===== src/core/hwmon_map.svh =====
// Register offsets, field positions, reset values and timing figures of the monitor core
`ifndef HWMON_MAP_SVH
`define HWMON_MAP_SVH
// ----------------------------------------------------------------
// Register offsets (byte wide registers)
// ----------------------------------------------------------------
`define A_CFG 8'h00
`define A_FANCFG 8'h01
`define A_PWM 8'h02
`define A_DAC 8'h03
`define A_STAT0 8'h04
`define A_MASK0 8'h08
`define A_PTR 8'h0C
`define A_GPIN 8'h0D
`define A_GPOUT 8'h0E
`define A_GPOE 8'h0F
`define RG_VAL 3'h1
`define RG_HI 3'h2
`define RG_LO 3'h3
`define IDX_FAN0 5'h18
// ----------------------------------------------------------------
// Field positions
// ----------------------------------------------------------------
`define CFG_RUN 0
`define CFG_R2ANA 1
`define CFG_THERMAL_ALARM_PIN 2
`define CFG_TGPO 3
`define CFG_TGOE 4
`define ST_FAN0 20
`define ST_CI 28
`define ST_THERMAL_ALARM_PIN 29
`define CH_LTEMP 5'h11
`define CH_REM1 5'h12
`define CH_LAST 5'h13
// ----------------------------------------------------------------
// Reset values
// ----------------------------------------------------------------
`define CFG_RST 8'h00
`define FANCFG_RST 8'h00
`define PWM_RST 8'hFF
`define DAC_RST 8'h00
`define MASK_RST 32'h0000_0000
`define FANLIM_RST 8'hFF
// ----------------------------------------------------------------
// Timing
// ----------------------------------------------------------------
`define CLK_MHZ 250
`define CLK_HZ 250000000
`define T_SHORT_US 11380
`define T_LONG_US 34130
`define T_RST_US 180000
`define F_PWM_HZ 75
`define F_TACH_HZ 22500
`endif


===== src/core/hwmon_pkg.sv =====
// Types shared by the monitor core files
package hwmon_pkg;
	// Request to the analog front end
	typedef struct packed {
		logic start;
		logic [4:0] chan;
		logic diode;
	} adc_req_t;
	// Open-drain or two-way pin drive
	typedef struct packed {
		logic o;
		logic oe;
	} pin_drv_t;
	typedef enum logic [2:0] {
		S_IDLE = 3'b000,
		S_START = 3'b001,
		S_CONV = 3'b010,
		S_STORE = 3'b011,
		S_CMP = 3'b100
	} seq_state_t;
endpackage


===== src/core/byte_ram.sv =====
// Small 32 x 8 memory with registered read data
module byte_ram (
	input wire logic clk_i, // Clock
	input wire logic we_i, // Write enable
	input wire logic [4:0] waddr_i, // Write address
	input wire logic [7:0] wdata_i, // Write data
	input wire logic [4:0] raddr_i, // Read address
	output logic [7:0] rdata_o // Read data, one cycle later
);
	logic [7:0] mem [32];

	// ------------------------------------------------------------
	// Storage; no reset, contents are undefined until written
	// ------------------------------------------------------------
	always_ff @(posedge clk_i) begin
		if (we_i) begin
			mem[waddr_i] <= wdata_i;
		end
		rdata_o <= mem[raddr_i];
	end
endmodule // byte_ram


===== src/core/hwmon_core.sv =====
// Supervisory core of the hardware monitor: sequencer, limits, status, resets, fan outputs
//
// Overview of operation
// When running, the sequencer walks the analog and temperature channels; fans count apart.
// A pass is 18 short conversions of 11.38 ms and 2 long remote-diode ones of 34.13 ms.
// Each 8-bit result goes into its channel's value register, readable by the host.
// Each result is checked against its high and low limits and a miss sets its status bit.
// An unmasked set status bit pulls the active-low interrupt output low.
// Every status bit has its own mask bit and a masked one never reaches the interrupt.
// Fan period is taken over two tachometer pulses, one fan revolution.
// A chassis intrusion is latched in a battery-held bit until software clears it.
// Each rail reset output is asserted while its 3.3 V rail detector reports low.
// Each rail reset is held for 180 ms after power-up before release.
// An outside low level on the main reset pin is taken as a reset request.
// The fan PWM output is open drain at 75 Hz with a programmed duty.
// The fan DAC code is an 8-bit value written by the host and held.
// Each access loads its register address into the address pointer.
// The second remote input is either a diode channel or a 0 V to 2.5 V analog channel.
// Fan pins are tach inputs or GPIO; the alarm pin is GPIO or a two-way thermal alarm. The alarm pin GPIO is output only; its level is not readable.
// After the last channel the sequencer loops to the first until stopped.
//
// Local design decisions: strobed register access and the register addresses.
`include "hwmon_map.svh"
module hwmon_core import hwmon_pkg::*; #(
	parameter int unsigned SHORT_CYC = `T_SHORT_US * `CLK_MHZ, // Short conversion
	parameter int unsigned LONG_CYC = `T_LONG_US * `CLK_MHZ, // Remote diode conversion
	parameter int unsigned RST_CYC = `T_RST_US * `CLK_MHZ, // Power-up reset pulse
	parameter int unsigned PWM_DIV = `CLK_HZ / (`F_PWM_HZ * 256), // PWM step
	parameter int unsigned TACH_DIV = `CLK_HZ / `F_TACH_HZ // Tach count tick
) (
	input wire logic mclk_i, // System clock
	input wire logic rst_i, // Asynchronous reset, active high
	input wire logic vbat_rst_i, // Battery domain reset, active high
	input wire logic [7:0] addr_i, // Register address
	input wire logic [7:0] wdata_i, // Write data
	input wire logic wr_i, // Write strobe
	input wire logic rd_i, // Read strobe
	output logic [7:0] rdata_o, // Read data, cycle after the strobe
	output adc_req_t adc_o, // Converter request
	input wire logic [7:0] adc_data_i, // Converter result
	input wire logic [7:0] fan_io_i, // Fan / GPIO pin levels
	output logic [7:0] fan_io_o, // Fan / GPIO pin drive value
	output logic [7:0] fan_io_oe_o, // Fan / GPIO pin drive enable
	input wire logic thermal_alarm_pin_i, // Alarm pin level
	output logic thermal_alarm_pin_o, // Alarm pin drive value
	output logic thermal_alarm_pin_oe_o, // Alarm pin drive enable
	input wire logic chassis_intrusion_i, // Intrusion switch, high on event
	input wire logic main_low_i, // Main 3.3 V rail below threshold
	input wire logic stby_low_i, // Standby 3.3 V rail below threshold
	input wire logic main_rail_reset_n_i, // Main reset pin level
	output logic main_rail_reset_n_o, // Main reset pin drive value
	output logic main_rail_reset_n_oe_o, // Main reset pin drive enable
	output logic standby_rail_reset_n_o, // Standby reset, active low
	output logic fan_pwm_o, // PWM pin drive value
	output logic fan_pwm_oe_o, // PWM pin drive enable
	output logic [7:0] dac_code_o, // Fan DAC code
	output logic int_n_o // Interrupt, active low
);
	localparam logic [25:0] SHORT_N = 26'(SHORT_CYC - 1);
	localparam logic [25:0] LONG_N = 26'(LONG_CYC - 1);
	localparam logic [25:0] RST_N = 26'(RST_CYC - 1);
	localparam logic [15:0] PWM_N = 16'(PWM_DIV - 1);
	localparam logic [15:0] TACH_N = 16'(TACH_DIV - 1);

	// Saturating 8-bit increment
	function automatic logic [7:0] sat_inc(input logic [7:0] v);
		return (v == 8'hFF) ? v : v + 8'h01;
	endfunction

	// ------------------------------------------------------------
	// Input synchronisers
	// ------------------------------------------------------------
	logic [7:0] adc_m, adc_s, fan_m, fan_s, fan_d;
	logic [5:0] pin_m, pin_s;
	always_ff @(posedge mclk_i or posedge rst_i) begin
		if (rst_i) begin
			adc_m <= 8'h00;
			adc_s <= 8'h00;
			fan_m <= 8'h00;
			fan_s <= 8'h00;
			fan_d <= 8'h00;
			pin_m <= 6'h13;
			pin_s <= 6'h13;
		end else begin
			adc_m <= adc_data_i;
			adc_s <= adc_m;
			fan_m <= fan_io_i;
			fan_s <= fan_m;
			fan_d <= fan_s;
			pin_m <= {stby_low_i, main_rail_reset_n_i, main_low_i,
				chassis_intrusion_i, thermal_alarm_pin_i, 1'b1};
			pin_s <= pin_m;
		end
	end
	logic thermal_alarm_pin_s, ci_s, main_low_s, main_pin_s, stby_low_s, ci_d;
	assign thermal_alarm_pin_s = pin_s[1];
	assign ci_s = pin_s[2];
	assign main_low_s = pin_s[3];
	assign main_pin_s = pin_s[4];
	assign stby_low_s = pin_s[5];

	// ------------------------------------------------------------
	// Control registers
	// ------------------------------------------------------------
	logic [7:0] cfg, fancfg, pwm_duty, ptr, gpout, gpoe;
	logic [31:0] mask;
	logic [7:0] fan_lim [8];
	logic [2:0] rgn;
	logic [4:0] idx;
	assign rgn = addr_i[7:5];
	assign idx = addr_i[4:0];
	always_ff @(posedge mclk_i or posedge rst_i) begin
		if (rst_i) begin
			cfg <= `CFG_RST;
			fancfg <= `FANCFG_RST;
			pwm_duty <= `PWM_RST;
			dac_code_o <= `DAC_RST;
			mask <= `MASK_RST;
			ptr <= 8'h00;
			gpout <= 8'h00;
			gpoe <= 8'h00;
			for (int i = 0; i < 8; i++) begin
				fan_lim[i] <= `FANLIM_RST;
			end
		end else begin
			if (wr_i || rd_i) begin
				ptr <= addr_i;
			end
			if (wr_i) begin
				case (addr_i)
					`A_CFG: cfg <= wdata_i;
					`A_FANCFG: fancfg <= wdata_i;
					`A_PWM: pwm_duty <= wdata_i;
					`A_DAC: dac_code_o <= wdata_i;
					`A_GPOUT: gpout <= wdata_i;
					`A_GPOE: gpoe <= wdata_i;
					default: begin
						if (addr_i[7:2] == `A_MASK0 >> 2) begin
							mask[8*addr_i[1:0] +: 8] <= wdata_i;
						end
						if (rgn == `RG_HI && idx >= `IDX_FAN0) begin
							fan_lim[idx[2:0]] <= wdata_i;
						end
					end
				endcase
			end
		end
	end

	// ------------------------------------------------------------
	// Value and limit storage
	// ------------------------------------------------------------
	seq_state_t st;
	logic [4:0] ch;
	logic [7:0] val_q, hi_q, lo_q;
	logic lim_we_hi, lim_we_lo;
	logic [4:0] lim_ra;
	assign lim_we_hi = wr_i && rgn == `RG_HI && idx <= `CH_LAST;
	assign lim_we_lo = wr_i && rgn == `RG_LO && idx <= `CH_LAST;
	// The host read wins the limit read port; the sequencer waits in S_STORE
	assign lim_ra = rd_i ? idx : ch;
	byte_ram u_val (
		.clk_i(mclk_i),
		.we_i(st == S_STORE),
		.waddr_i(ch),
		.wdata_i(adc_s),
		.raddr_i(idx),
		.rdata_o(val_q)
	);
	byte_ram u_hi (
		.clk_i(mclk_i),
		.we_i(lim_we_hi),
		.waddr_i(idx),
		.wdata_i(wdata_i),
		.raddr_i(lim_ra),
		.rdata_o(hi_q)
	);
	byte_ram u_lo (
		.clk_i(mclk_i),
		.we_i(lim_we_lo),
		.waddr_i(idx),
		.wdata_i(wdata_i),
		.raddr_i(lim_ra),
		.rdata_o(lo_q)
	);

	// ------------------------------------------------------------
	// Measurement sequencer
	// ------------------------------------------------------------
	logic [25:0] conv_cnt;
	logic [7:0] cur_val;
	logic long_ch;
	// Remote 1 is always a diode; remote 2 only when not set as analog
	assign long_ch = (ch == `CH_REM1) || (ch == `CH_LAST && !cfg[`CFG_R2ANA]);
	always_ff @(posedge mclk_i or posedge rst_i) begin
		if (rst_i) begin
			st <= S_IDLE;
			ch <= 5'h00;
			conv_cnt <= 26'h0;
			cur_val <= 8'h00;
			adc_o <= '0;
		end else begin
			adc_o.start <= 1'b0;
			case (st)
				S_IDLE: begin
					ch <= 5'h00;
					if (cfg[`CFG_RUN]) begin
						st <= S_START;
					end
				end
				S_START: begin
					adc_o.start <= 1'b1;
					adc_o.chan <= ch;
					adc_o.diode <= long_ch;
					conv_cnt <= long_ch ? LONG_N : SHORT_N;
					st <= S_CONV;
				end
				S_CONV: begin
					if (conv_cnt == 26'h0) begin
						st <= S_STORE;
					end else begin
						conv_cnt <= conv_cnt - 26'h1;
					end
				end
				S_STORE: begin
					cur_val <= adc_s;
					if (!rd_i) begin
						st <= S_CMP;
					end
				end
				S_CMP: begin
					ch <= (ch == `CH_LAST) ? 5'h00 : ch + 5'h01;
					st <= cfg[`CFG_RUN] ? S_START : S_IDLE;
				end
				default: st <= S_IDLE;
			endcase
		end
	end

	// ------------------------------------------------------------
	// Fan tachometers: period of two pulses in ticks
	// ------------------------------------------------------------
	logic [15:0] tach_div;
	logic tach_tick;
	logic [7:0] fan_cnt [8];
	logic [7:0] fan_val [8];
	logic [7:0] fan_half, fan_ev;
	assign tach_tick = (tach_div == 16'h0);
	always_ff @(posedge mclk_i or posedge rst_i) begin
		if (rst_i) begin
			tach_div <= 16'h0;
			fan_half <= 8'h00;
			fan_ev <= 8'h00;
			for (int i = 0; i < 8; i++) begin
				fan_cnt[i] <= 8'h00;
				fan_val[i] <= 8'hFF;
			end
		end else begin
			tach_div <= tach_tick ? TACH_N : tach_div - 16'h1;
			for (int i = 0; i < 8; i++) begin
				fan_ev[i] <= 1'b0;
				if (fancfg[i] || !cfg[`CFG_RUN]) begin
					fan_cnt[i] <= 8'h00;
					fan_half[i] <= 1'b0;
				end else if (fan_s[i] && !fan_d[i]) begin
					fan_half[i] <= !fan_half[i];
					if (fan_half[i]) begin
						fan_val[i] <= fan_cnt[i];
						fan_cnt[i] <= 8'h00;
						fan_ev[i] <= fan_cnt[i] > fan_lim[i];
					end
				end else if (tach_tick) begin
					fan_cnt[i] <= sat_inc(fan_cnt[i]);
					// A stopped fan saturates and reports full scale
					if (fan_cnt[i] == 8'hFF) begin
						fan_val[i] <= 8'hFF;
						fan_ev[i] <= 8'hFF > fan_lim[i];
					end
				end
			end
		end
	end

	// ------------------------------------------------------------
	// Status, mask and interrupt
	// ------------------------------------------------------------
	logic [31:0] stat, ev, clr, stat_all;
	logic ci_flag;
	always_comb begin
		ev = 32'h0;
		if (st == S_CMP && (cur_val > hi_q || cur_val < lo_q)) begin
			ev[ch] = 1'b1;
		end
		ev[`ST_FAN0 +: 8] = fan_ev;
		ev[`ST_THERMAL_ALARM_PIN] = cfg[`CFG_THERMAL_ALARM_PIN] && !thermal_alarm_pin_s && !thermal_alarm_pin_oe_o;
		clr = 32'h0;
		if (wr_i && addr_i[7:2] == `A_STAT0 >> 2) begin
			clr[8*addr_i[1:0] +: 8] = wdata_i;
		end
	end
	// Set wins over a clear in the same cycle
	always_ff @(posedge mclk_i or posedge rst_i) begin
		if (rst_i) begin
			stat <= 32'h0;
		end else begin
			stat <= (stat & ~clr) | ev;
		end
	end
	// Intrusion bit sits on the battery domain reset only
	always_ff @(posedge mclk_i or posedge vbat_rst_i) begin
		if (vbat_rst_i) begin
			ci_d <= 1'b0;
			ci_flag <= 1'b0;
		end else begin
			ci_d <= ci_s;
			ci_flag <= (ci_flag && !clr[`ST_CI]) || (ci_s && !ci_d);
		end
	end
	always_comb begin
		stat_all = stat;
		stat_all[`ST_CI] = ci_flag;
	end
	assign int_n_o = !(|(stat_all & ~mask));

	// ------------------------------------------------------------
	// Rail resets with power-up stretch
	// ------------------------------------------------------------
	logic [25:0] main_cnt, stby_cnt;
	logic main_act, stby_act, ext_req;
	logic [1:0] drv_sh;
	// Our own drive reads back two flops late, so a low counts as outside only after that
	assign ext_req = !main_pin_s && !main_act && !(|drv_sh);
	always_ff @(posedge mclk_i or posedge rst_i) begin
		if (rst_i) begin
			main_cnt <= RST_N;
			stby_cnt <= RST_N;
			main_act <= 1'b1;
			stby_act <= 1'b1;
			drv_sh <= 2'b11;
		end else begin
			drv_sh <= {drv_sh[0], main_act};
			if (main_low_s || ext_req) begin
				main_cnt <= RST_N;
				main_act <= 1'b1;
			end else if (main_cnt != 26'h0) begin
				main_cnt <= main_cnt - 26'h1;
			end else begin
				main_act <= 1'b0;
			end
			if (stby_low_s) begin
				stby_cnt <= RST_N;
				stby_act <= 1'b1;
			end else if (stby_cnt != 26'h0) begin
				stby_cnt <= stby_cnt - 26'h1;
			end else begin
				stby_act <= 1'b0;
			end
		end
	end
	assign main_rail_reset_n_o = 1'b0;
	assign main_rail_reset_n_oe_o = main_act;
	assign standby_rail_reset_n_o = !stby_act;

	// ------------------------------------------------------------
	// Fan PWM, 256 steps per 75 Hz period
	// ------------------------------------------------------------
	logic [15:0] pwm_div;
	logic [7:0] pwm_ph;
	always_ff @(posedge mclk_i or posedge rst_i) begin
		if (rst_i) begin
			pwm_div <= 16'h0;
			pwm_ph <= 8'h00;
			fan_pwm_oe_o <= 1'b0;
		end else begin
			pwm_div <= (pwm_div == 16'h0) ? PWM_N : pwm_div - 16'h1;
			if (pwm_div == 16'h0) begin
				pwm_ph <= pwm_ph + 8'h01;
			end
			// Duty 8'hFF keeps the pin released for the whole period
			fan_pwm_oe_o <= (pwm_duty != 8'hFF) && (pwm_ph >= pwm_duty);
		end
	end
	assign fan_pwm_o = 1'b0;

	// ------------------------------------------------------------
	// Pin mode selection
	// ------------------------------------------------------------
	assign fan_io_o = gpout;
	assign fan_io_oe_o = gpoe & fancfg;
	assign thermal_alarm_pin_o = cfg[`CFG_THERMAL_ALARM_PIN] ? 1'b0 : cfg[`CFG_TGPO];
	assign thermal_alarm_pin_oe_o = cfg[`CFG_THERMAL_ALARM_PIN] ?
		(|stat[`CH_LAST:`CH_LTEMP]) : cfg[`CFG_TGOE];

	// ------------------------------------------------------------
	// Read data: registered select, memories already registered
	// ------------------------------------------------------------
	logic [1:0] rsel;
	logic [7:0] rreg;
	always_ff @(posedge mclk_i or posedge rst_i) begin
		if (rst_i) begin
			rsel <= 2'd0;
			rreg <= 8'h00;
		end else if (rd_i) begin
			rsel <= 2'd0;
			rreg <= 8'h00;
			if (rgn >= `RG_VAL && rgn <= `RG_LO && idx <= `CH_LAST) begin
				rsel <= rgn[1:0];
			end else if (rgn == `RG_VAL && idx >= `IDX_FAN0) begin
				rreg <= fan_val[idx[2:0]];
			end else if (rgn == `RG_HI && idx >= `IDX_FAN0) begin
				rreg <= fan_lim[idx[2:0]];
			end else if (addr_i[7:2] == `A_STAT0 >> 2) begin
				rreg <= stat_all[8*addr_i[1:0] +: 8];
			end else if (addr_i[7:2] == `A_MASK0 >> 2) begin
				rreg <= mask[8*addr_i[1:0] +: 8];
			end else begin
				case (addr_i)
					`A_CFG: rreg <= cfg;
					`A_FANCFG: rreg <= fancfg;
					`A_PWM: rreg <= pwm_duty;
					`A_DAC: rreg <= dac_code_o;
					`A_PTR: rreg <= ptr;
					`A_GPIN: rreg <= fan_s;
					`A_GPOUT: rreg <= gpout;
					`A_GPOE: rreg <= gpoe;
					default: rreg <= 8'h00;
				endcase
			end
		end
	end
	always_comb begin
		case (rsel)
			2'd1: rdata_o = val_q;
			2'd2: rdata_o = hi_q;
			2'd3: rdata_o = lo_q;
			default: rdata_o = rreg;
		endcase
	end
endmodule // hwmon_core


===== config.mk =====
export PLATFORM = sky130hd
export DESIGN_NAME = hwmon_core
export DESIGN_NICKNAME = d
export VERILOG_FILES = /design/src/core/hwmon_pkg.sv /design/src/core/byte_ram.sv /design/src/core/hwmon_core.sv
export VERILOG_INCLUDE_DIRS = /design/src /design/src/core
export SDC_FILE = /design/constraint.sdc
export NUM_CORES = 2
export LEC_CHECK = 0
export BUFFER_PORTS_ARGS = -buffer_cell sky130_fd_sc_hd__buf_2
export CORE_MARGIN = 2
export CORE_UTILIZATION = 60
export DETAILED_ROUTE_END_ITERATION = 12
export PLACE_DENSITY = 0.86
export SYNTH_ARGS = -nofsm -noshare
export SYNTH_HDL_FRONTEND = slang
export SYNTH_HIERARCHICAL = 1
export SYNTH_SLANG_ARGS = --single-unit

===== constraint.sdc =====
create_clock -name mclk_i -period 27.9 [get_ports mclk_i]
set_clock_uncertainty 0.1 [all_clocks]
set_input_delay 5.58 -clock mclk_i [delete_from_list [all_inputs] [get_ports mclk_i]]
set_output_delay 5.58 -clock mclk_i [all_outputs]
set_load 0.01 [all_outputs]

==> impl_metrics.json <==
{
  "cts_max_path_buffers": 3,
  "htreeDepth": 4,
  "worstPathArrival_ns": 9.52,
  "critical_path_class": "input port to register",
  "postSynthCellCount": 3862,
  "dieArea_mm2": 0.09879,
  "cts_tree": "yes",
  "hp-class": "register to register",
  "whs_path_depth": 0,
  "cts.hold.buffers_added": 0,
  "rows": 113,
  "status": "completed",
  "seq_area_frac_synth": 0.6430,
  "clkLatencyLatePin_ns": 0.77,
  "grt_util_all_layers": 0.3238,
  "grt_max_degree": 129,
  "start_util": 0.6072,
  "fin_nets": 4110,
  "hold_ws_ns": 0.2432,
  "setup-tns-final_ns": 0,
  "avgSynthCellArea_um2": 14.96,
  "cts-resized-gates": 0,
  "antenna_found_initial": 10,
  "wl_mm": 157.3,
  "vias_per_cell": 6.867,
  "drv_cap": 0,
  "gp_congestion": 0.9757,
  "num_io_pins": 89,
  "clkSlewWorstSetupHoldPaths_ns": 0.06,
  "finalSetupViolCount": 0,
  "rrSetupSlack_ns": 23.05,
  "power.density_mw_per_mm2": 67.02,
  "worstSetupEndpointType": "register",
  "reg2reg_depth": 7,
  "post_drt_wl_per_cell_um": 29.48,
  "cts_root_buffer": "clkbuf_16",
  "grt_pass1_wl_mm": 235.9,
  "use_met2": 0.4970,
  "vias": 36640,
  "yosys_most_used_dff": "edfxtp_1",
  "syn-cell-area_mm2": 0.05777,
  "rsz0062_at_grt": "false",
  "worst_slew_pin_slew_ns": 1.274,
  "maxSlewHeadroom": 0.1509,
  "die_h_um": 314.3,
  "clock_sinks": 1327,
  "core_mm2": 0.09515,
  "grt-ovfl-total": 0,
  "postCtsSetupRepairBufs": 0,
  "first_pass_iters": 8,
  "drtIter0Drc": 4988,
  "drc": 0,
  "period_needed_ns": 9.246,
  "netlist_top_cells_area": "edfxtp_1, dfrtp_1, mux4_2",
  "die_width_um": 314.3,
  "cts_buffers": 134,
  "ys_seq_elements": 1327,
  "maxSlewViolCount": 0,
  "synth-edff-count": 768,
  "async_flop_share": 0.4032,
  "grtUsageMet3": 0.08505,
  "fillers": 5992,
  "hold_violations": 0,
  "grt-busiest-layer": "met2",
  "grt_util_met1": 0.4393,
  "worstPathRequired_ns": 28.17,
  "port_buffers": 86,
  "grt_pass1_vias": 35880,
  "yosys.area.top_type_share": 0.3992,
  "critical_path.startpoint_type": "input port",
  "area_delta_synth_final_pct": 10.24,
  "ir_worst_vdd_mv": 0.07987,
  "ys_warn_count": 6,
  "ant_nets": 0,
  "cp_max_fo": 51,
  "synth_area_leader_cell": "edfxtp_1",
  "fin_crit_sh": 0.3314,
  "p_leak_nw": 23.02,
  "fmax_mhz": 108.1,
  "synth_cell_type_count": 85,
  "drive_gt1_frac": 0.2417,
  "dp_hpwl_mm": 96.95
}
[layer usage]
metal	part of all wire	up-vias
met4	0.052	14
met3	0.12	524
met1	0.36	18480
met5	0.00058	-
li1	-	14920
met2	0.46	2691
[state kept, by name, summed over array words and instances, names as in the netlist, 31 cells and up]
name and count:
u_hi/mem 256, u_lo/mem 256, u_val/mem 256, fan_cnt 64
fan_lim 64, fan_val 64, mask 32, stat 31
[critical path, cell delays in order]
cell,delay [ns]
clkbuf_8,0.50
ha_1,0.81
o21ai_0,0.36
a21o_1,0.28
nor3_1,0.41
nand3b_1,0.69
nor2_1,0.82
[cells in the final DEF (no fill, tap or decap), types with 40 or more instances in the layout]
master,instances
a21o_1,42
ha_1,110
o22a_1,56
buf_4,40
mux4_2,294
nor2_1,310
xnor2_1,48
nand2_1,272
xor2_1,56
clkbuf_16,137
nor3_1,55
nand3_1,83
inv_1,146
mux2_2,152
edfxtp_1,768
o21ai_0,147
buf_2,76
nand4_1,61
a21oi_1,70
dfrtp_1,359
dfstp_2,176
[Yosys cell counts, types with 70 or more instances]
cell	count
dfstp_2	176
o21ai_0	151
mux4_2	294
nand3_1	83
nand2_1	272
mux2_2	152
inv_1	147
dfrtp_1	359
ha_1	110
nor2_1	310
a21oi_1	70
clkbuf_1	99
edfxtp_1	768
[power by group]
part / switching [W] / leakage [nW] / internal (W) / total [W]
combinational: 0.000182 / 7.29 / 0.000119 / 0.000301
clock: 0.000773 / 2.09 / 0.00101 / 0.00178
sequential: 0.0000561 / 13.6 / 0.00213 / 0.00218
[final cells by class]
cell class                      count  area, um^2  share of cell area
Clock inverter                     58       544.3            0.008546
Antenna cell                        3       7.507           0.0001179
Clock buffer                      187        3726             0.05850
Timing Repair Buffer              118       714.4             0.01122
Sequential cell                  1327       37150              0.5833
Inverter                          148       563.0            0.008841
Tap cell                         1265        1583             0.02485
Multi-Input combinational cell   2229       19400              0.3046
[stage by stage]
stage,util,cell area (um^2),std cells,worst slack (ns),total power (W)
2_1_floorplan,-,57780,3863,7.616,0.002397
3_3_place_gp,0.6244,59410,5087,18.16,0.002493
3_5_place_dp,0.6244,59410,5087,18.11,0.002507
4_1_cts,0.6693,63680,5332,18.84,0.004277
5_1_grt,0.6693,63680,5332,18.52,0.004381
6_report,0.6693,63690,5335,18.65,0.004269
[cells by family (layout without fill, tap and decap cells)]
logic type	count (synthesis)	after routing	share of synthesized area
compound gates	483	483	0.05629
xor+xnor	104	104	0.01577
fa+ha+maj	110	110	0.02382
buf+inv	307	511	0.02205
flops	1327	1327	0.6430
mux	461	461	0.1468
other cells	1	5	0.00006491
simple gates	1069	1069	0.09215
[final timing paths]
path | to | startpoint
max in group asynchronous | adc_m[4] | rst_i
min in group asynchronous | ci_d | vbat_rst_i
hold / removal | pin_s[2] | pin_m[2]
setup / recovery | u_hi/mem[1][0] | addr_i[0]
hold reg to reg | pin_s[2] | pin_m[2]
setup reg to reg | u_lo/rdata_o[5] | ch[2]
(Power assumes the default switching activity.)
